`config.mk`:
```
export PLATFORM = sky130hd
export DESIGN_NAME = drc_cfg_top
export DESIGN_NICKNAME = d
export VERILOG_FILES = /design/src/rtl/drc_pkg.sv /design/src/rtl/drc_cfg_top.sv /design/src/rtl/drc_channel.sv
export SDC_FILE = /design/constraint.sdc
export NUM_CORES = 1
export LEC_CHECK = 0
export BUFFER_PORTS_ARGS = -buffer_cell sky130_fd_sc_hd__buf_2
export CAP_MARGIN = 20
export CORE_MARGIN = 2
export CORE_UTILIZATION = 62
export CTS_CLUSTER_DIAMETER = 150
export DETAILED_ROUTE_END_ITERATION = 16
export PLACE_DENSITY = 0.95
export SLEW_MARGIN = 10
export SYNTH_ARGS = -nofsm -noshare
export SYNTH_HDL_FRONTEND = slang
export SYNTH_HIERARCHICAL = 1
export SYNTH_SLANG_ARGS = --single-unit
```
`constraint.sdc`:
```
create_clock -name mclk_in -period 6.7 [get_ports mclk_in]
set_input_delay 1.34 -clock mclk_in [delete_from_list [all_inputs] [get_ports mclk_in]]
set_output_delay 1.34 -clock mclk_in [all_outputs]
set_load 0.005 [all_outputs]
```
`src/rtl/drc_pkg.sv`:
```
package drc_pkg;
	// ----------------------------------------
	// register map
	// ----------------------------------------
	localparam logic [7:0] ADDR_CTRL_ONE = 8'h44;
	localparam logic [7:0] ADDR_HOLD_CTRL = 8'h46;
	localparam logic [7:0] CTRL_ONE_RESET = 8'h0F;
	localparam logic [3:0] HOLD_CODE_RESET = 4'h7;
	localparam int BIT_RSVD = 7;
	localparam int BIT_EN_LEFT = 6;
	localparam int BIT_EN_RIGHT = 5;
	localparam int THR_LSB = 2;
	localparam int HYST_LSB = 0;
	localparam int HOLD_LSB = 3;
	localparam logic [2:0] HOLD_LOW_RSVD = 3'h0;
	localparam logic [7:0] READ_UNMAPPED = 8'h00;
	// ----------------------------------------
	// decode constants
	// ----------------------------------------
	localparam logic [7:0] THR_STEP_DB = 8'h03;
	localparam logic [3:0] HOLD_OFF = 4'h0;
	localparam logic [3:0] HOLD_TOP = 4'hF;
	localparam logic [17:0] HOLD_BASE = 18'h00020;
	localparam logic [1:0] VOL_LINK_INDEP = 2'h0;
	localparam int CH_LEFT = 0;
	localparam int CH_RIGHT = 1;
	localparam int NUM_CH = 2;

	typedef struct packed {
		logic wr;
		logic rd;
		logic [7:0] addr;
		logic [7:0] data;
	} drc_reg_req_t;

	typedef struct packed {
		logic [7:0] thr_db;
		logic [7:0] hyst_db;
		logic [17:0] hold_len;
	} drc_cfg_t;
endpackage : drc_pkg

```
`src/rtl/drc_cfg_top.sv`:
```
// What this block does
// Left channel compressed only while left enable bit is set.
// Right channel compressed only while its own enable bit is set.
// Threshold code 0..7 means -3 dB down to -24 dB; resets to -12 dB.
// Hysteresis code means 0..3 dB; resets to 3 dB.
// Hold code zero disables hold; codes 1..8 give 32..4096 word clocks.
// Codes 9..13 give longer holds, code 14 wraps to zero (no hold); code 15 gives 163840.
// Hold code resets to 7, which is 2048 word clocks.
// Host writes reset values to reserved bits; low hold bits read zero.
// With compression on, left and right volumes stay independent.
// Cut gain above threshold, hold, release below threshold minus hysteresis.
`timescale 1ns/100ps
module drc_cfg_top #(
	parameter int SAMPLE_W = 16,
	parameter logic [17:0] HOLD_LONG_PERIODS = 18'h28000
) (
	input wire logic mclk_in,
	input wire logic nrst_in,
	input wire drc_pkg::drc_reg_req_t reg_req_in,
	output logic [7:0] reg_rdata_out,
	input wire logic word_clk_in,
	input wire logic [1:0] vol_link_in,
	output logic [1:0] vol_link_out,
	input wire logic sample_vld_in,
	input wire logic [SAMPLE_W-1:0] left_sample_in,
	input wire logic [SAMPLE_W-1:0] right_sample_in,
	input wire logic [7:0] left_level_db_in,
	input wire logic [7:0] right_level_db_in,
	output logic [SAMPLE_W-1:0] left_sample_out,
	output logic [SAMPLE_W-1:0] right_sample_out,
	output logic sample_vld_out,
	output logic [1:0] comp_active_out
);
	if (SAMPLE_W < 2) begin : g_bad_width
		$error("sample width must be at least 2");
	end

	// ----------------------------------------
	// decode helpers
	// ----------------------------------------
	function automatic logic [7:0] thr_db(input logic [2:0] code);
		thr_db = 8'(({5'h00, code} + 8'h01) * drc_pkg::THR_STEP_DB);
	endfunction : thr_db

	function automatic logic [17:0] hold_len(input logic [3:0] code);
		if (code == drc_pkg::HOLD_OFF) begin
			hold_len = 18'h00000;
		end else if (code == drc_pkg::HOLD_TOP) begin
			hold_len = HOLD_LONG_PERIODS;
		end else begin
			// codes 9..13 continue doubling up to 131072; code 14 overflows 18 bits to 0
			hold_len = drc_pkg::HOLD_BASE << (code - 4'h1); // see
		end
	endfunction : hold_len

	// ----------------------------------------
	// registers
	// ----------------------------------------
	logic [7:0] ctrl_one;
	logic [3:0] hold_code;
	wire wr_ctrl = reg_req_in.wr && reg_req_in.addr == drc_pkg::ADDR_CTRL_ONE;
	wire wr_hold = reg_req_in.wr && reg_req_in.addr == drc_pkg::ADDR_HOLD_CTRL;
	wire [7:0] hold_read = {1'b0, hold_code, drc_pkg::HOLD_LOW_RSVD};
	wire [7:0] next_rdata =
		(reg_req_in.addr == drc_pkg::ADDR_CTRL_ONE) ? ctrl_one :
		(reg_req_in.addr == drc_pkg::ADDR_HOLD_CTRL) ? hold_read :
		drc_pkg::READ_UNMAPPED;

	always_ff @(posedge mclk_in) begin
		if (!nrst_in) begin
			ctrl_one <= drc_pkg::CTRL_ONE_RESET; // see
			hold_code <= drc_pkg::HOLD_CODE_RESET;
		end else begin
			if (wr_ctrl) begin
				ctrl_one <= reg_req_in.data;
			end
			if (wr_hold) begin
				// only the hold field is writable; the rest reads fixed
				hold_code <= reg_req_in.data[drc_pkg::HOLD_LSB +: 4];
			end
		end
	end

	always_ff @(posedge mclk_in) begin
		if (!nrst_in) begin
			reg_rdata_out <= drc_pkg::READ_UNMAPPED;
		end else if (reg_req_in.rd) begin
			reg_rdata_out <= next_rdata;
		end
	end

	wire en_left = ctrl_one[drc_pkg::BIT_EN_LEFT];
	wire en_right = ctrl_one[drc_pkg::BIT_EN_RIGHT];
	drc_pkg::drc_cfg_t cfg;
	assign cfg.thr_db = thr_db(ctrl_one[drc_pkg::THR_LSB +: 3]);
	assign cfg.hyst_db = {6'h00, ctrl_one[drc_pkg::HYST_LSB +: 2]};
	assign cfg.hold_len = hold_len(hold_code);

	// ----------------------------------------
	// word clock from the pin
	// ----------------------------------------
	logic [2:0] wclk_sync;
	logic wclk_stable;
	wire wclk_agree = wclk_sync[1] == wclk_sync[2];
	wire word_tick = wclk_agree && wclk_sync[2] && !wclk_stable;

	always_ff @(posedge mclk_in) begin
		if (!nrst_in) begin
			wclk_sync <= 3'h0;
			wclk_stable <= 1'b0;
		end else begin
			wclk_sync <= {wclk_sync[1:0], word_clk_in};
			if (wclk_agree) begin
				wclk_stable <= wclk_sync[2];
			end
		end
	end

	// ----------------------------------------
	// volume linking
	// ----------------------------------------
	always_ff @(posedge mclk_in) begin
		if (!nrst_in) begin
			vol_link_out <= drc_pkg::VOL_LINK_INDEP;
		end else begin
			// any enabled channel forces independent volumes
			vol_link_out <= (en_left || en_right) ?
				drc_pkg::VOL_LINK_INDEP : vol_link_in;
		end
	end

	// ----------------------------------------
	// channels
	// ----------------------------------------
	drc_channel #(
		.SAMPLE_W(SAMPLE_W)
	) u_left (
		.mclk_in(mclk_in),
		.nrst_in(nrst_in),
		.enable_in(en_left),
		.cfg_in(cfg),
		.word_tick_in(word_tick),
		.sample_vld_in(sample_vld_in),
		.sample_in(left_sample_in),
		.level_db_in(left_level_db_in),
		.sample_out(left_sample_out),
		.sample_vld_out(sample_vld_out),
		.active_out(comp_active_out[drc_pkg::CH_LEFT])
	);

	drc_channel #(
		.SAMPLE_W(SAMPLE_W)
	) u_right (
		.mclk_in(mclk_in),
		.nrst_in(nrst_in),
		.enable_in(en_right),
		.cfg_in(cfg),
		.word_tick_in(word_tick),
		.sample_vld_in(sample_vld_in),
		.sample_in(right_sample_in),
		.level_db_in(right_level_db_in),
		.sample_out(right_sample_out),
		.sample_vld_out(),
		.active_out(comp_active_out[drc_pkg::CH_RIGHT])
	);
endmodule : drc_cfg_top

```
`src/rtl/drc_channel.sv`:
```
`timescale 1ns/100ps
module drc_channel #(
	parameter int SAMPLE_W = 16
) (
	input wire logic mclk_in,
	input wire logic nrst_in,
	input wire logic enable_in,
	input wire drc_pkg::drc_cfg_t cfg_in,
	input wire logic word_tick_in,
	input wire logic sample_vld_in,
	input wire logic [SAMPLE_W-1:0] sample_in,
	input wire logic [7:0] level_db_in,
	output logic [SAMPLE_W-1:0] sample_out,
	output logic sample_vld_out,
	output logic active_out
);
	typedef enum logic [2:0] {
		ST_IDLE = 3'b001,
		ST_COMP = 3'b010,
		ST_HOLD = 3'b100
	} drc_ch_state_t;

	drc_ch_state_t state;
	drc_ch_state_t next_state;
	logic [17:0] hold_cnt;
	logic [17:0] next_hold_cnt;
	logic [8:0] release_db;
	wire over = level_db_in < cfg_in.thr_db;
	wire released;
	wire hold_done = hold_cnt == 18'h00000;

	// release needs level below threshold minus hysteresis
	assign release_db = {1'b0, cfg_in.thr_db} + {1'b0, cfg_in.hyst_db};
	assign released = {1'b0, level_db_in} > release_db;

	// ----------------------------------------
	// gain-reduction sequencing
	// ----------------------------------------
	always_comb begin
		next_state = state;
		next_hold_cnt = hold_cnt;
		unique case (state)
			ST_IDLE: begin
				if (sample_vld_in && over) begin
					next_state = ST_COMP;
				end
			end
			ST_COMP: begin
				if (sample_vld_in && released) begin
					next_hold_cnt = cfg_in.hold_len;
					if (cfg_in.hold_len == 18'h00000) begin
						next_state = ST_IDLE;
					end else begin
						next_state = ST_HOLD;
					end
				end
			end
			ST_HOLD: begin
				if (sample_vld_in && !released) begin
					next_state = ST_COMP;
				end else if (hold_done) begin
					next_state = ST_IDLE;
				end else if (word_tick_in) begin
					next_hold_cnt = hold_cnt - 18'h00001;
				end
			end
		endcase
		if (!enable_in) begin
			next_state = ST_IDLE;
		end
	end

	always_ff @(posedge mclk_in) begin
		if (!nrst_in) begin
			state <= ST_IDLE;
			hold_cnt <= 18'h00000;
		end else begin
			state <= next_state;
			hold_cnt <= next_hold_cnt;
		end
	end

	// fixed 6 dB cut; the gain curve itself lives elsewhere
	always_ff @(posedge mclk_in) begin
		if (!nrst_in) begin
			sample_out <= '0;
			sample_vld_out <= 1'b0;
			active_out <= 1'b0;
		end else begin
			sample_vld_out <= sample_vld_in;
			active_out <= next_state != ST_IDLE;
			if (sample_vld_in) begin
				sample_out <= (enable_in && state != ST_IDLE) ?
					SAMPLE_W'($signed(sample_in) >>> 1) :
					sample_in; // see
			end
		end
	end
endmodule : drc_channel

```
Word level (Yosys, flattened, before mapping)
Index checks and enable logic that the tools add are counted.
W data, S select, Z words.

operators by class
  $add $sub $neg = 5
  multiply operators = 1
  div/mod/pow operators = 0
  order comparisons = 4
  equality and inequality tests = 22
  shifts and indexed selects = 1
  muxes and demuxes = 29
  bitwise gates (word level) = 1
  reductions and logical operators = 25

operator list
  operator                 count
  $mux W18                 10
  $pmux W18 S2             2
  $logic_not A18 Y1        3
  $sub A18 B1 Y18 const B  2
  $mux W3                  11
  $mux W15                 2
  $gt A8 B9 Y1             2
  $pmux W3 S3              2
  $shl A6 B4 Y18 const A   1
  $eq A8 B7 Y1 const B     2
  $lt A8 B6 Y1             2
  $logic_and A1 B1 Y1      12
  $ne A3 B1 Y1 const B     4
  $ne A2 B2 Y1 const B     5
  $reduce_and A5 Y1        2
  $mux W8                  1
  $add A6 B2 Y7            1
  $mux W7                  1
  $eq A3 B1 Y1 const B     2
  $eq A3 B2 Y1 const B     2
  $eq A3 B3 Y1 const B     2
  $mul A4 B2 Y6 const B    1
  $ne A2 B1 Y1 const B     3
  $add A3 B1 Y4 const B    1
  other kinds (9)          12

storage, ports and cells
  flip-flop bits (word level) = 103
  latch bits = 0
  RAM bits = 0
  memory bits (read-only) = 0
  output and inout port bits = 45
  logic and storage cells = 103
  memories = 0

Longest topological paths before layout
Gate-level depths: netlist of run 1.

  word-level depth = 10
  depth in mapped cells = 22
  depth with buffers taken out = 20

Modules after synthesis
The synthesis of run 1 kept the hierarchy.

by module, submodules not included
  module                 times used  cells an instance  area an instance (sq um)  seq. area each (sq um)
  drc_channel (u_left)   1           341                2830.2                    780.7
  drc_channel (u_right)  1           342                2790.2                    780.7
  drc_cfg_top            1           151                1375.1                    520.5

Least setup slack after synthesis of run 1
Ideal clock, no wire load.

  kind = register -> register
  start = reg ctrl_one[2]
  end = reg u_left.hold_cnt[11]
  library setup time = 0.117 ns
  data arrival time = 4.132 ns
  setup slack = 2.450 ns
  cell stages (with the launch flop) = 19
  buffers on the path = 1
  clock period less this slack = 4.250 ns
  cell sequence = dfxtp_1 > inv_1 > ha_1 > fa_1 > inv_1 > ha_1 > nor2b_1 > o31a_1 > o21ai_0 > nand2b_1 > xnor2_1 > ha_1 > and4_1 > a21oi_1 > o211a_1 > a31o_2 > buf_1 > nand4_1 > a32o_1

RTL lines
  element                 RTL line           RTL
  from (decl)             drc_cfg_top.sv:59  logic [7:0] ctrl_one;
  from (signal assigned)  drc_cfg_top.sv:71  ctrl_one <= drc_pkg::CTRL_ONE_RESET;
  from (signal assigned)  drc_cfg_top.sv:75  ctrl_one <= reg_req_in.data;
  to (signal assigned)    drc_channel.sv:79  hold_cnt <= next_hold_cnt;
  to (decl)               drc_channel.sv:25  logic [17:0] hold_cnt;

==> impl_metrics.yaml, run 1 <==
cells_and_area:
  finish.net_count: 1082
  post-route-util: 0.728
  insertedDiodeCount: 0
  area.growth.synth_to_final_pct: 13.7
  layout.cells.non_filler: 1099
  layout-drive-gt1-share: 0.163
critical_path:
  worst_setup_path_startpoint: "ctrl_one[2]$_SDFFE_PN1P_"
  timing.critical_path.slowest_cell_delay_ps: 620
  wp_buf_inv: 2
  critical_path_peak_fanout: 14
  critical_path.slowest_cell: "sky130_fd_sc_hd__o41a_1"
  crit_chain: "inv_1, ha_1, inv_1, ha_1, a21o_1, nand2_1, mux2i_1, ha_1, o21a_1, o31a_1, o21ai_0, nand2b_1, xnor2_1, ha_1, a22oi_1, o211ai_1, o21ai_0, o41a_1, or4_1, a32o_1"
  startpoint_type: "register"
  cp_common_cell: "sky130_fd_sc_hd__ha_1"
  critical-path-top-delay-family: "compound AO/OA/AOI/OAI gates"
  path_class: "reg2reg"
  worstSetupPathDepth: 20
  critical_path.reg2reg.startpoint: "ctrl_one[2]$_SDFFE_PN1P_"
  worst-r2r-cell-count: 20
  cp_data_arrival_time_ps: 5250
  worst_setup_path_end_kind: "register"
  crit_required_ps: 6990
drt:
  final_antenna_net_count: 0
  drcViolationCount: 0
  num_vias: 6987
  firstDrtPassIters: 5
  wl_per_cell_um: 16.6
  drt-initial-drc-count: 651
  wl_mm: 18.3
  via_per_inst: 6.36
grt:
  grt_antenna_before_repair: 0
  grt-ovfl-total: 0
  global_route.usage.total: 0.307
  grt_max_degree: 40
  via_count_of_the_first_global_routing_pass: 6534
  grt_first_pass_wirelength_mm: 29.8
pwr:
  pwr_density_cell_nw_per_um2: 158
  switching_portion_of_total_power: 0.286
  worst_ir_drop_vdd_uv: 144
  sequentialPowerShare: 0.508
  design_power_total_mw: 1.25
  power.static_leakage_nw: 3.69
  p_switching_mw: 0.358
  clockPowerShare: 0.332
  p_comb_frac: 0.160
  internal_power_mw: 0.893
timing:
  setup_viol_count_final: 0
  final.setup_skew_ps: 16.2
  finalSetupTns_ps: 0
  final-hold-violation-count: 0
  fin_crit_ps: 4960
  final_setup_margin_ps: 1740
  grt_setup_unrepaired: "no"
  fmaxAchievable_ghz: 0.202
  drv_slew: 0
  worst-slew-pin-transition_ps: 986
  layout_worst_path_cycle_share: 0.741
  timing.max_slew.rel_slack: 0.336
die:
  io_pins: 117
  placement_rows: 38
  core_area_um2: 10900
  floorplan.initialDensity: 0.640
  fp.dieArea_um2: 12100
  chip_height_um: 110
  floorplan.die.width_um: 110
worst_hold_path:
  holdPathStages: 1
  hold_start: "wclk_sync[0]$_SDFF_PN0_"
  timing.hold.worst.class: "reg2reg"
cts:
  clk_pin_slew_worst_paths_ps: 100
  cts_hold_repair.buffers: 0
  cts_max_path_buffers: 2
  clock_tree.root_cell: "sky130_fd_sc_hd__clkbuf_8"
  post_cts.resized_instances: 0
  number_of_cts_inserted_buffers: 9
  post_cts.repair.setup_buffers: 0
  cts_sinks: 103
  htreeDepth: 3
  insertion_delay_to_the_later_sink_of_the_worst_skew_pair_ps: 400
  tritoncts: "built"
synthesis:
  synth_area_um2: 6970
  yosysWarningCount: 6
  postSynthCellCount: 832
  syn_avg_cell_area_um2: 8.38
place:
  detailed_place_hpwl_mm: 13.4
  pre_cts_slack_ps: 1860
  finalWeightedCongestion: 0.897
  io_buffers: 116
  place_inst: 1082
run:
  max_capacitance_violation_count: 0
run_status:
  outcome: "complete, no violations"
## path summary, 6_finish.rpt
path	to	slack, ps
setup reg to reg	u_right/hold_cnt[9]$_SDFFE_PN0P_	1740
hold reg to reg	wclk_sync[1]$_SDFF_PN0_	470
hold / removal	wclk_sync[1]$_SDFF_PN0_	470
setup / recovery	u_right/hold_cnt[9]$_SDFFE_PN0P_	1740
## through the flow
step           hold slack (ps)  instance area (um^2)
6_report                   472                  7920
4_1_cts                    472                  7910
3_5_place_dp               441                  7710
5_1_grt                    505                  7920
3_3_place_gp               441                  7710
2_1_floorplan              412                  7120
## metal layers
metal / vias up / global-route usage / routed length (um)
li1: 3335 / - / -
met1: 3253 / 0.382 / 7600
met2: 355 / 0.524 / 8660
met3: 44 / 0.0711 / 1650
met4: 0 / 0.0995 / 368
met5: - / 0 / 0
## flip-flops by register name (all words and copies together) (netlist names), 3 cells and up
signal              cells
reg_rdata_out           8
wclk_sync               3
ctrl_one                8
u_right/sample_out     16
hold_code               4
u_left/sample_out      16
u_right/state           3
u_left/state            3
u_right/hold_cnt       18
u_left/hold_cnt        18
## cell usage in the layout, fill, tap and decap left out, types with 4 or more instances in the layout
cell	count
sky130_fd_sc_hd__conb_1	40
sky130_fd_sc_hd__and2_1	6
sky130_fd_sc_hd__nor3_1	31
sky130_fd_sc_hd__clkbuf_8	9
sky130_fd_sc_hd__nor4_1	18
sky130_fd_sc_hd__and3_1	6
sky130_fd_sc_hd__xnor2_1	7
sky130_fd_sc_hd__nand2_1	51
sky130_fd_sc_hd__nor2b_1	7
sky130_fd_sc_hd__nand3_1	15
sky130_fd_sc_hd__mux2i_1	48
sky130_fd_sc_hd__o21a_1	4
sky130_fd_sc_hd__or4_1	8
sky130_fd_sc_hd__o32ai_1	9
sky130_fd_sc_hd__nand4_1	13
sky130_fd_sc_hd__nand4b_1	5
sky130_fd_sc_hd__o31ai_1	8
sky130_fd_sc_hd__a21oi_1	29
sky130_fd_sc_hd__o211ai_1	7
sky130_fd_sc_hd__nor2_1	90
sky130_fd_sc_hd__inv_1	47
sky130_fd_sc_hd__a211oi_1	35
sky130_fd_sc_hd__xor2_1	8
sky130_fd_sc_hd__nand2b_1	20
sky130_fd_sc_hd__nand3b_1	5
sky130_fd_sc_hd__nor4b_1	4
sky130_fd_sc_hd__or3_1	17
sky130_fd_sc_hd__o21ai_0	28
sky130_fd_sc_hd__a21o_1	6
sky130_fd_sc_hd__buf_2	116
sky130_fd_sc_hd__a32o_1	22
sky130_fd_sc_hd__dfxtp_1	103
sky130_fd_sc_hd__ha_1	53
## power groups by stage
stage | logic [mW] | clock network [mW] | registers (mW)
after global routing | 0.224 | 0.445 | 0.638
after detailed placement | 0.192 | 0 | 0.649
final | 0.201 | 0.415 | 0.636
after global placement | 0.185 | 0 | 0.649
after CTS | 0.193 | 0.420 | 0.636
after floorplan | 0.122 | 0 | 0.651
## worst register-to-register path, delay by kind of cell, from the launching register on
family / cells / cell delay [ps]
AO/OA/AOI/OAI: 9 / 1840
XOR/XNOR: 1 / 70
adder cells (fa/ha/maj): 4 / 1240
buffers and inverters: 2 / 250
flip-flops: 1 / 430
multiplexers: 1 / 360
AND/OR/NAND/NOR: 3 / 670
## final cells by class
class	instances	area [um^2]
Multi-Input combinational cell	672	4690
Fill cell	763	2960
Sequential cell	103	2060
Timing Repair Buffer	120	614
Inverter	48	180
Tap cell	140	175
Clock buffer	10	128
Clock inverter	6	73.8
Power figures use the tool's default switching activity.
==> inputs of run 2 (changes only) <==
CORE_UTILIZATION = 58   (was 62)
PLACE_DENSITY = 0.9   (was 0.95)
clock period = 4.7 ns   (was 6.7 ns; I/O delays follow)
==> impl_metrics.yaml, run 2 (same netlist as run 1, synthesis figures left out) <==
timing:
  final_setup_margin_ps: 177
  setup_viol_count_final: 0
  hold_slack_ps: 446
  fmaxAchievable_ghz: 0.221
  final-hold-violation-count: 0
  final.setup_skew_ps: 10.5
  drv_slew: 0
  timing.max_slew.rel_slack: 0.290
  worst-slew-pin-transition_ps: 1050
  finalSetupTns_ps: 0
  layout_worst_path_cycle_share: 0.962
  fin_crit_ps: 4520
place:
  io_buffers: 116
  detailed_place_hpwl_mm: 13.1
  finalWeightedCongestion: 0.948
  dpl_cell_area_um2: 7760
  place_inst: 1095
  pre_cts_slack_ps: 81.8
drt:
  wl_mm: 17.9
  drt-initial-drc-count: 518
  final_antenna_net_count: 0
  via_per_inst: 6.16
  num_vias: 6847
  drcViolationCount: 0
  wl_per_cell_um: 16.1
  firstDrtPassIters: 5
cells_and_area:
  layout-drive-gt1-share: 0.178
  insertedDiodeCount: 0
  area.growth.synth_to_final_pct: 16.5
  finish.net_count: 1087
  layout_commonest_cell: "sky130_fd_sc_hd__buf_2"
  layout.cells.non_filler: 1111
  post-route-util: 0.685
  largest_registers: "u_left/hold_cnt (18), u_right/hold_cnt (18)"
  post-route-cell-area_um2: 8120
  mostFrequentLayoutCells: "sky130_fd_sc_hd__buf_2 (116), sky130_fd_sc_hd__dfxtp_1 (101), sky130_fd_sc_hd__nor2_1 (89), sky130_fd_sc_hd__ha_1 (52), sky130_fd_sc_hd__nand2_1 (50)"
die:
  floorplan.die.width_um: 114
  floorplan.initialDensity: 0.588
  core_area_um2: 11900
  placement_rows: 40
  io_pins: 117
  chip_height_um: 114
  fp.dieArea_um2: 12900
grt:
  via_count_of_the_first_global_routing_pass: 6353
  groute.layer.met3.usage: 0.0446
  grt_antenna_before_repair: 0
  grt_busiest_layer: "met2"
  met1_usage: 0.372
  global_routing_usage_on_met2: 0.455
  grt_max_degree: 39
  grt-ovfl-total: 0
  global_route.usage.total: 0.278
  grt_first_pass_wirelength_mm: 29.7
critical_path:
  critical_path_peak_fanout: 5
  startpoint_type: "register"
  worst-r2r-cell-count: 20
  worst_setup_path_end_kind: "register"
  cp_data_arrival_time_ps: 4770
  path_class: "reg2reg"
  crit_required_ps: 4950
pwr:
  p_switching_mw: 0.519
  power.static_leakage_nw: 3.76
  clockPowerShare: 0.386
  sequentialPowerShare: 0.465
  p_comb_frac: 0.149
  pwr_density_cell_nw_per_um2: 240
  switching_portion_of_total_power: 0.267
  internal_power_mw: 1.43
  worst_ir_drop_vdd_uv: 227
  design_power_total_mw: 1.95
cts:
  tritoncts: "built"
  number_of_cts_inserted_buffers: 9
  post_cts.repair.setup_buffers: 0
  clk_pin_slew_worst_paths_ps: 70
  clock_tree.root_cell: "sky130_fd_sc_hd__clkbuf_16"
  cts_max_path_buffers: 2
  insertion_delay_to_the_later_sink_of_the_worst_skew_pair_ps: 360
  cts_sinks: 103
  htreeDepth: 3
worst_hold_path:
  timing.hold.worst.class: "reg2reg"
  holdPathStages: 1
run:
  max_capacitance_violation_count: 0
run_status:
  outcome: "complete, no violations"
-- run 2: worst max-delay path, stage by stage, from the launching register on --
cell and delay [ps]:
sky130_fd_sc_hd__dfxtp_2 380, sky130_fd_sc_hd__inv_1 70, sky130_fd_sc_hd__ha_1 350, sky130_fd_sc_hd__inv_1 70, sky130_fd_sc_hd__ha_1 290, sky130_fd_sc_hd__a21o_1 160
sky130_fd_sc_hd__nand2_1 120, sky130_fd_sc_hd__mux2i_4 320, sky130_fd_sc_hd__ha_1 200, sky130_fd_sc_hd__o21a_1 140, sky130_fd_sc_hd__o31a_1 200, sky130_fd_sc_hd__o21ai_0 100
sky130_fd_sc_hd__nand2b_1 90, sky130_fd_sc_hd__xnor2_1 60, sky130_fd_sc_hd__ha_1 310, sky130_fd_sc_hd__o21ai_0 110, sky130_fd_sc_hd__a21oi_2 200, sky130_fd_sc_hd__or4b_2 620
sky130_fd_sc_hd__o31ai_2 220, sky130_fd_sc_hd__nand2_1 110, sky130_fd_sc_hd__a211o_1 290
-- run 2: timing repair --
item	4_1_cts	5_1_grt
gates resized for setup	0	14
setup endpoints to repair	0	39
hold buffers	0	0
-- run 2: routing by layer --
layer	vias up	wire length (um)
met4	0	359
met1	3170	8030
met2	305	8270
met5	-	0
li1	3335	-
met3	37	1270
-- run 2: layout make-up --
cell class	instances	area, um^2
Clock buffer	13	270
Clock inverter	3	25.0
Fill cell	933	3740
Inverter	48	180
Multi-Input combinational cell	672	4750
Sequential cell	103	2060
Tap cell	147	184
Timing Repair Buffer	125	648
-- run 2: final timing paths --
check / from / end / slack [ps]
hold reg to reg: wclk_sync[0]$_SDFF_PN0_ / wclk_sync[1]$_SDFF_PN0_ / 450
hold / removal: wclk_sync[0]$_SDFF_PN0_ / wclk_sync[1]$_SDFF_PN0_ / 450
setup / recovery: ctrl_one[2]$_SDFFE_PN1P_ / u_left/active_out$_SDFF_PN0_ / 180
setup reg to reg: ctrl_one[2]$_SDFFE_PN1P_ / u_left/active_out$_SDFF_PN0_ / 180
-- run 2: power groups by stage --
stage | combinational, mW | sequential (mW) | clock [mW]
CTS | 0.277 | 0.906 | 0.759
global placement | 0.268 | 0.925 | 0
global route | 0.326 | 0.908 | 0.791
floorplan | 0.174 | 0.928 | 0
finish | 0.291 | 0.906 | 0.751
detailed placement | 0.275 | 0.926 | 0
==> inputs of run 3 (changes only) <==
clock period = 4.9 ns   (was 4.7 ns; I/O delays follow)
==> impl_metrics.yaml, run 3 (same netlist as run 1, synthesis figures left out) <==
critical_path:
  timing.critical_path.slowest_cell_delay_ps: 610
  critical_path.reg2reg.endpoint: "u_left/active_out$_SDFF_PN0_"
  critical-path-top-delay-family: "compound AO/OA/AOI/OAI gates"
  startpoint_type: "register"
  regToRegSetupSlack_ps: 200
  worst_setup_path_startpoint: "ctrl_one[2]$_SDFFE_PN1P_"
  crit_end: "u_left/active_out$_SDFF_PN0_"
  crit_chain: "ha_2, xor2_4, inv_1, fa_1, xnor2_1, buf_4, ha_1, o21a_1, o31a_1, o21ai_0, nand2b_1, xnor2_2, ha_1, o21ai_0, a21oi_2, or4b_2, o31ai_2, nand2_1, a211o_1"
  path_class: "reg2reg"
  worstSetupPathDepth: 19
  wp_buf_inv: 2
  critical_path_peak_fanout: 5
  worst_setup_path_end_kind: "register"
  critical_path.reg2reg.startpoint: "ctrl_one[2]$_SDFFE_PN1P_"
  crit_required_ps: 5150
  worst-r2r-cell-count: 19
  cp_data_arrival_time_ps: 4950
  critical_path.slowest_cell: "sky130_fd_sc_hd__or4b_2"
drt:
  final_antenna_net_count: 0
  drt-initial-drc-count: 606
  wl_per_cell_um: 16.6
  firstDrtPassIters: 5
  wl_mm: 18.5
  num_vias: 6900
  drcViolationCount: 0
  via_per_inst: 6.20
cells_and_area:
  layout_commonest_cell: "sky130_fd_sc_hd__buf_2"
  area.growth.synth_to_final_pct: 16.9
  mostFrequentLayoutCells: "sky130_fd_sc_hd__buf_2 (116), sky130_fd_sc_hd__dfxtp_1 (101), sky130_fd_sc_hd__nor2_1 (89), sky130_fd_sc_hd__nand2_1 (51), sky130_fd_sc_hd__ha_1 (51)"
  insertedDiodeCount: 0
  layout-drive-gt1-share: 0.180
  post-route-cell-area_um2: 8150
  largest_registers: "u_left/hold_cnt (18), u_right/hold_cnt (18)"
  finish.net_count: 1089
worst_hold_path:
  timing.hold.worst.class: "reg2reg"
  hold_start: "wclk_sync[0]$_SDFF_PN0_"
pwr:
  design_power_total_mw: 1.90
  worst_ir_drop_vdd_uv: 247
  pwr_density_cell_nw_per_um2: 234
  power.static_leakage_nw: 3.77
cts:
  clk_pin_slew_worst_paths_ps: 70
  htreeDepth: 3
  tritoncts: "built"
  cts_max_path_buffers: 2
  insertion_delay_to_the_later_sink_of_the_worst_skew_pair_ps: 360
  cts_sinks: 103
  number_of_cts_inserted_buffers: 9
  clock_tree.root_cell: "sky130_fd_sc_hd__clkbuf_16"
timing:
  final-hold-violation-count: 0
  final_setup_margin_ps: 199
  worst-slew-pin-transition_ps: 968
  layout_worst_path_cycle_share: 0.959
  timing.max_slew.rel_slack: 0.353
  final.setup_skew_ps: 5.48
  drv_slew: 0
  fmaxAchievable_ghz: 0.213
  finalSetupTns_ps: 0
  setup_viol_count_final: 0
  fin_crit_ps: 4700
run:
  max_capacitance_violation_count: 0
place:
  pre_cts_slack_ps: 107
  io_buffers: 116
  finalWeightedCongestion: 0.916
  detailed_place_hpwl_mm: 13.5
  dpl_cell_area_um2: 7760
die:
  core_area_um2: 11900
  placement_rows: 40
  fp.dieArea_um2: 12900
  chip_height_um: 114
  io_pins: 117
  floorplan.initialDensity: 0.588
  floorplan.die.width_um: 114
run_status:
  outcome: "complete, no violations"
grt:
  grt-ovfl-total: 0
  global_route.usage.total: 0.283
  via_count_of_the_first_global_routing_pass: 6575
  grt_first_pass_wirelength_mm: 30.0
  grt_max_degree: 39
  grt_antenna_before_repair: 0
==> run 3: changes by cell type in the layout (fill, tap and decap cells not counted), sizes merged <==
cell      change
bufinv        +1
clkbuf        -1
buf           +2
inv           -1
clkinvlp      +1
==> run 3: layout make-up <==
type,count,area (um^2)
sequential,103,2060
multi-input combinational,672,4750
inverter,48,180
clock buffer,12,256
fill,910,3710
clock inverter,4,53.8
timing repair buffer,127,663
tap,147,184
==> run 3: report_power, final <==
| group | switching (mW) | total, mW | internal, mW |
|---|---|---|---|
| Clock | 0.328 | 0.754 | 0.425 |
| Sequential | 0.0101 | 0.869 | 0.859 |
| Combinational | 0.160 | 0.282 | 0.122 |
| Total | 0.499 | 1.90 | 1.41 |
==> run 3: worst register-to-register path, stage by stage (launching register included) <==
cell and delay, ps:
sky130_fd_sc_hd__dfxtp_2 390, sky130_fd_sc_hd__ha_2 250, sky130_fd_sc_hd__xor2_4 190, sky130_fd_sc_hd__inv_1 90, sky130_fd_sc_hd__fa_1 450, sky130_fd_sc_hd__xnor2_1 170
sky130_fd_sc_hd__buf_4 150, sky130_fd_sc_hd__ha_1 320, sky130_fd_sc_hd__o21a_1 200, sky130_fd_sc_hd__o31a_1 140, sky130_fd_sc_hd__o21ai_0 170, sky130_fd_sc_hd__nand2b_1 130
sky130_fd_sc_hd__xnor2_2 190, sky130_fd_sc_hd__ha_1 190, sky130_fd_sc_hd__o21ai_0 120, sky130_fd_sc_hd__a21oi_2 180, sky130_fd_sc_hd__or4b_2 610, sky130_fd_sc_hd__o31ai_2 230
sky130_fd_sc_hd__nand2_1 120, sky130_fd_sc_hd__a211o_1 290
==> run 3: worst min path at each step <==
stage,endpoint,slack (ps),cells after the start
finish,wclk_sync[1]$_SDFF_PN0_,440,1
detailed placement,wclk_sync[1]$_SDFF_PN0_,430,1
global route,wclk_sync[1]$_SDFF_PN0_,460,1
global placement,wclk_sync[1]$_SDFF_PN0_,420,1
CTS,wclk_sync[1]$_SDFF_PN0_,440,1
floorplan,wclk_sync[1]$_SDFF_PN0_,410,1
==> run 3: what timing repair did <==
item | CTS | global route
setup buffers | 0 | 2
hold buffers | 0 | 0
setup endpoints to repair | 0 | 36
gates resized for setup | 0 | 13
==> run 3: metrics by stage <==
| stage | std cells | hold WS, ps | util |
|---|---|---|---|
| after CTS | 1111 | 444 | 0.681 |
| after detailed placement | 1095 | 428 | 0.655 |
| after floorplan | 871 | 412 | - |
| after global routing | 1113 | 465 | 0.687 |
| final | 1113 | 443 | 0.687 |
| after global placement | 1095 | 418 | 0.655 |
==> run 3: metal layers <==
metal	wire length, um	GRT usage
met5	0	0
met4	431	0.121
met3	1450	0.0579
met2	8630	0.470
met1	8000	0.359
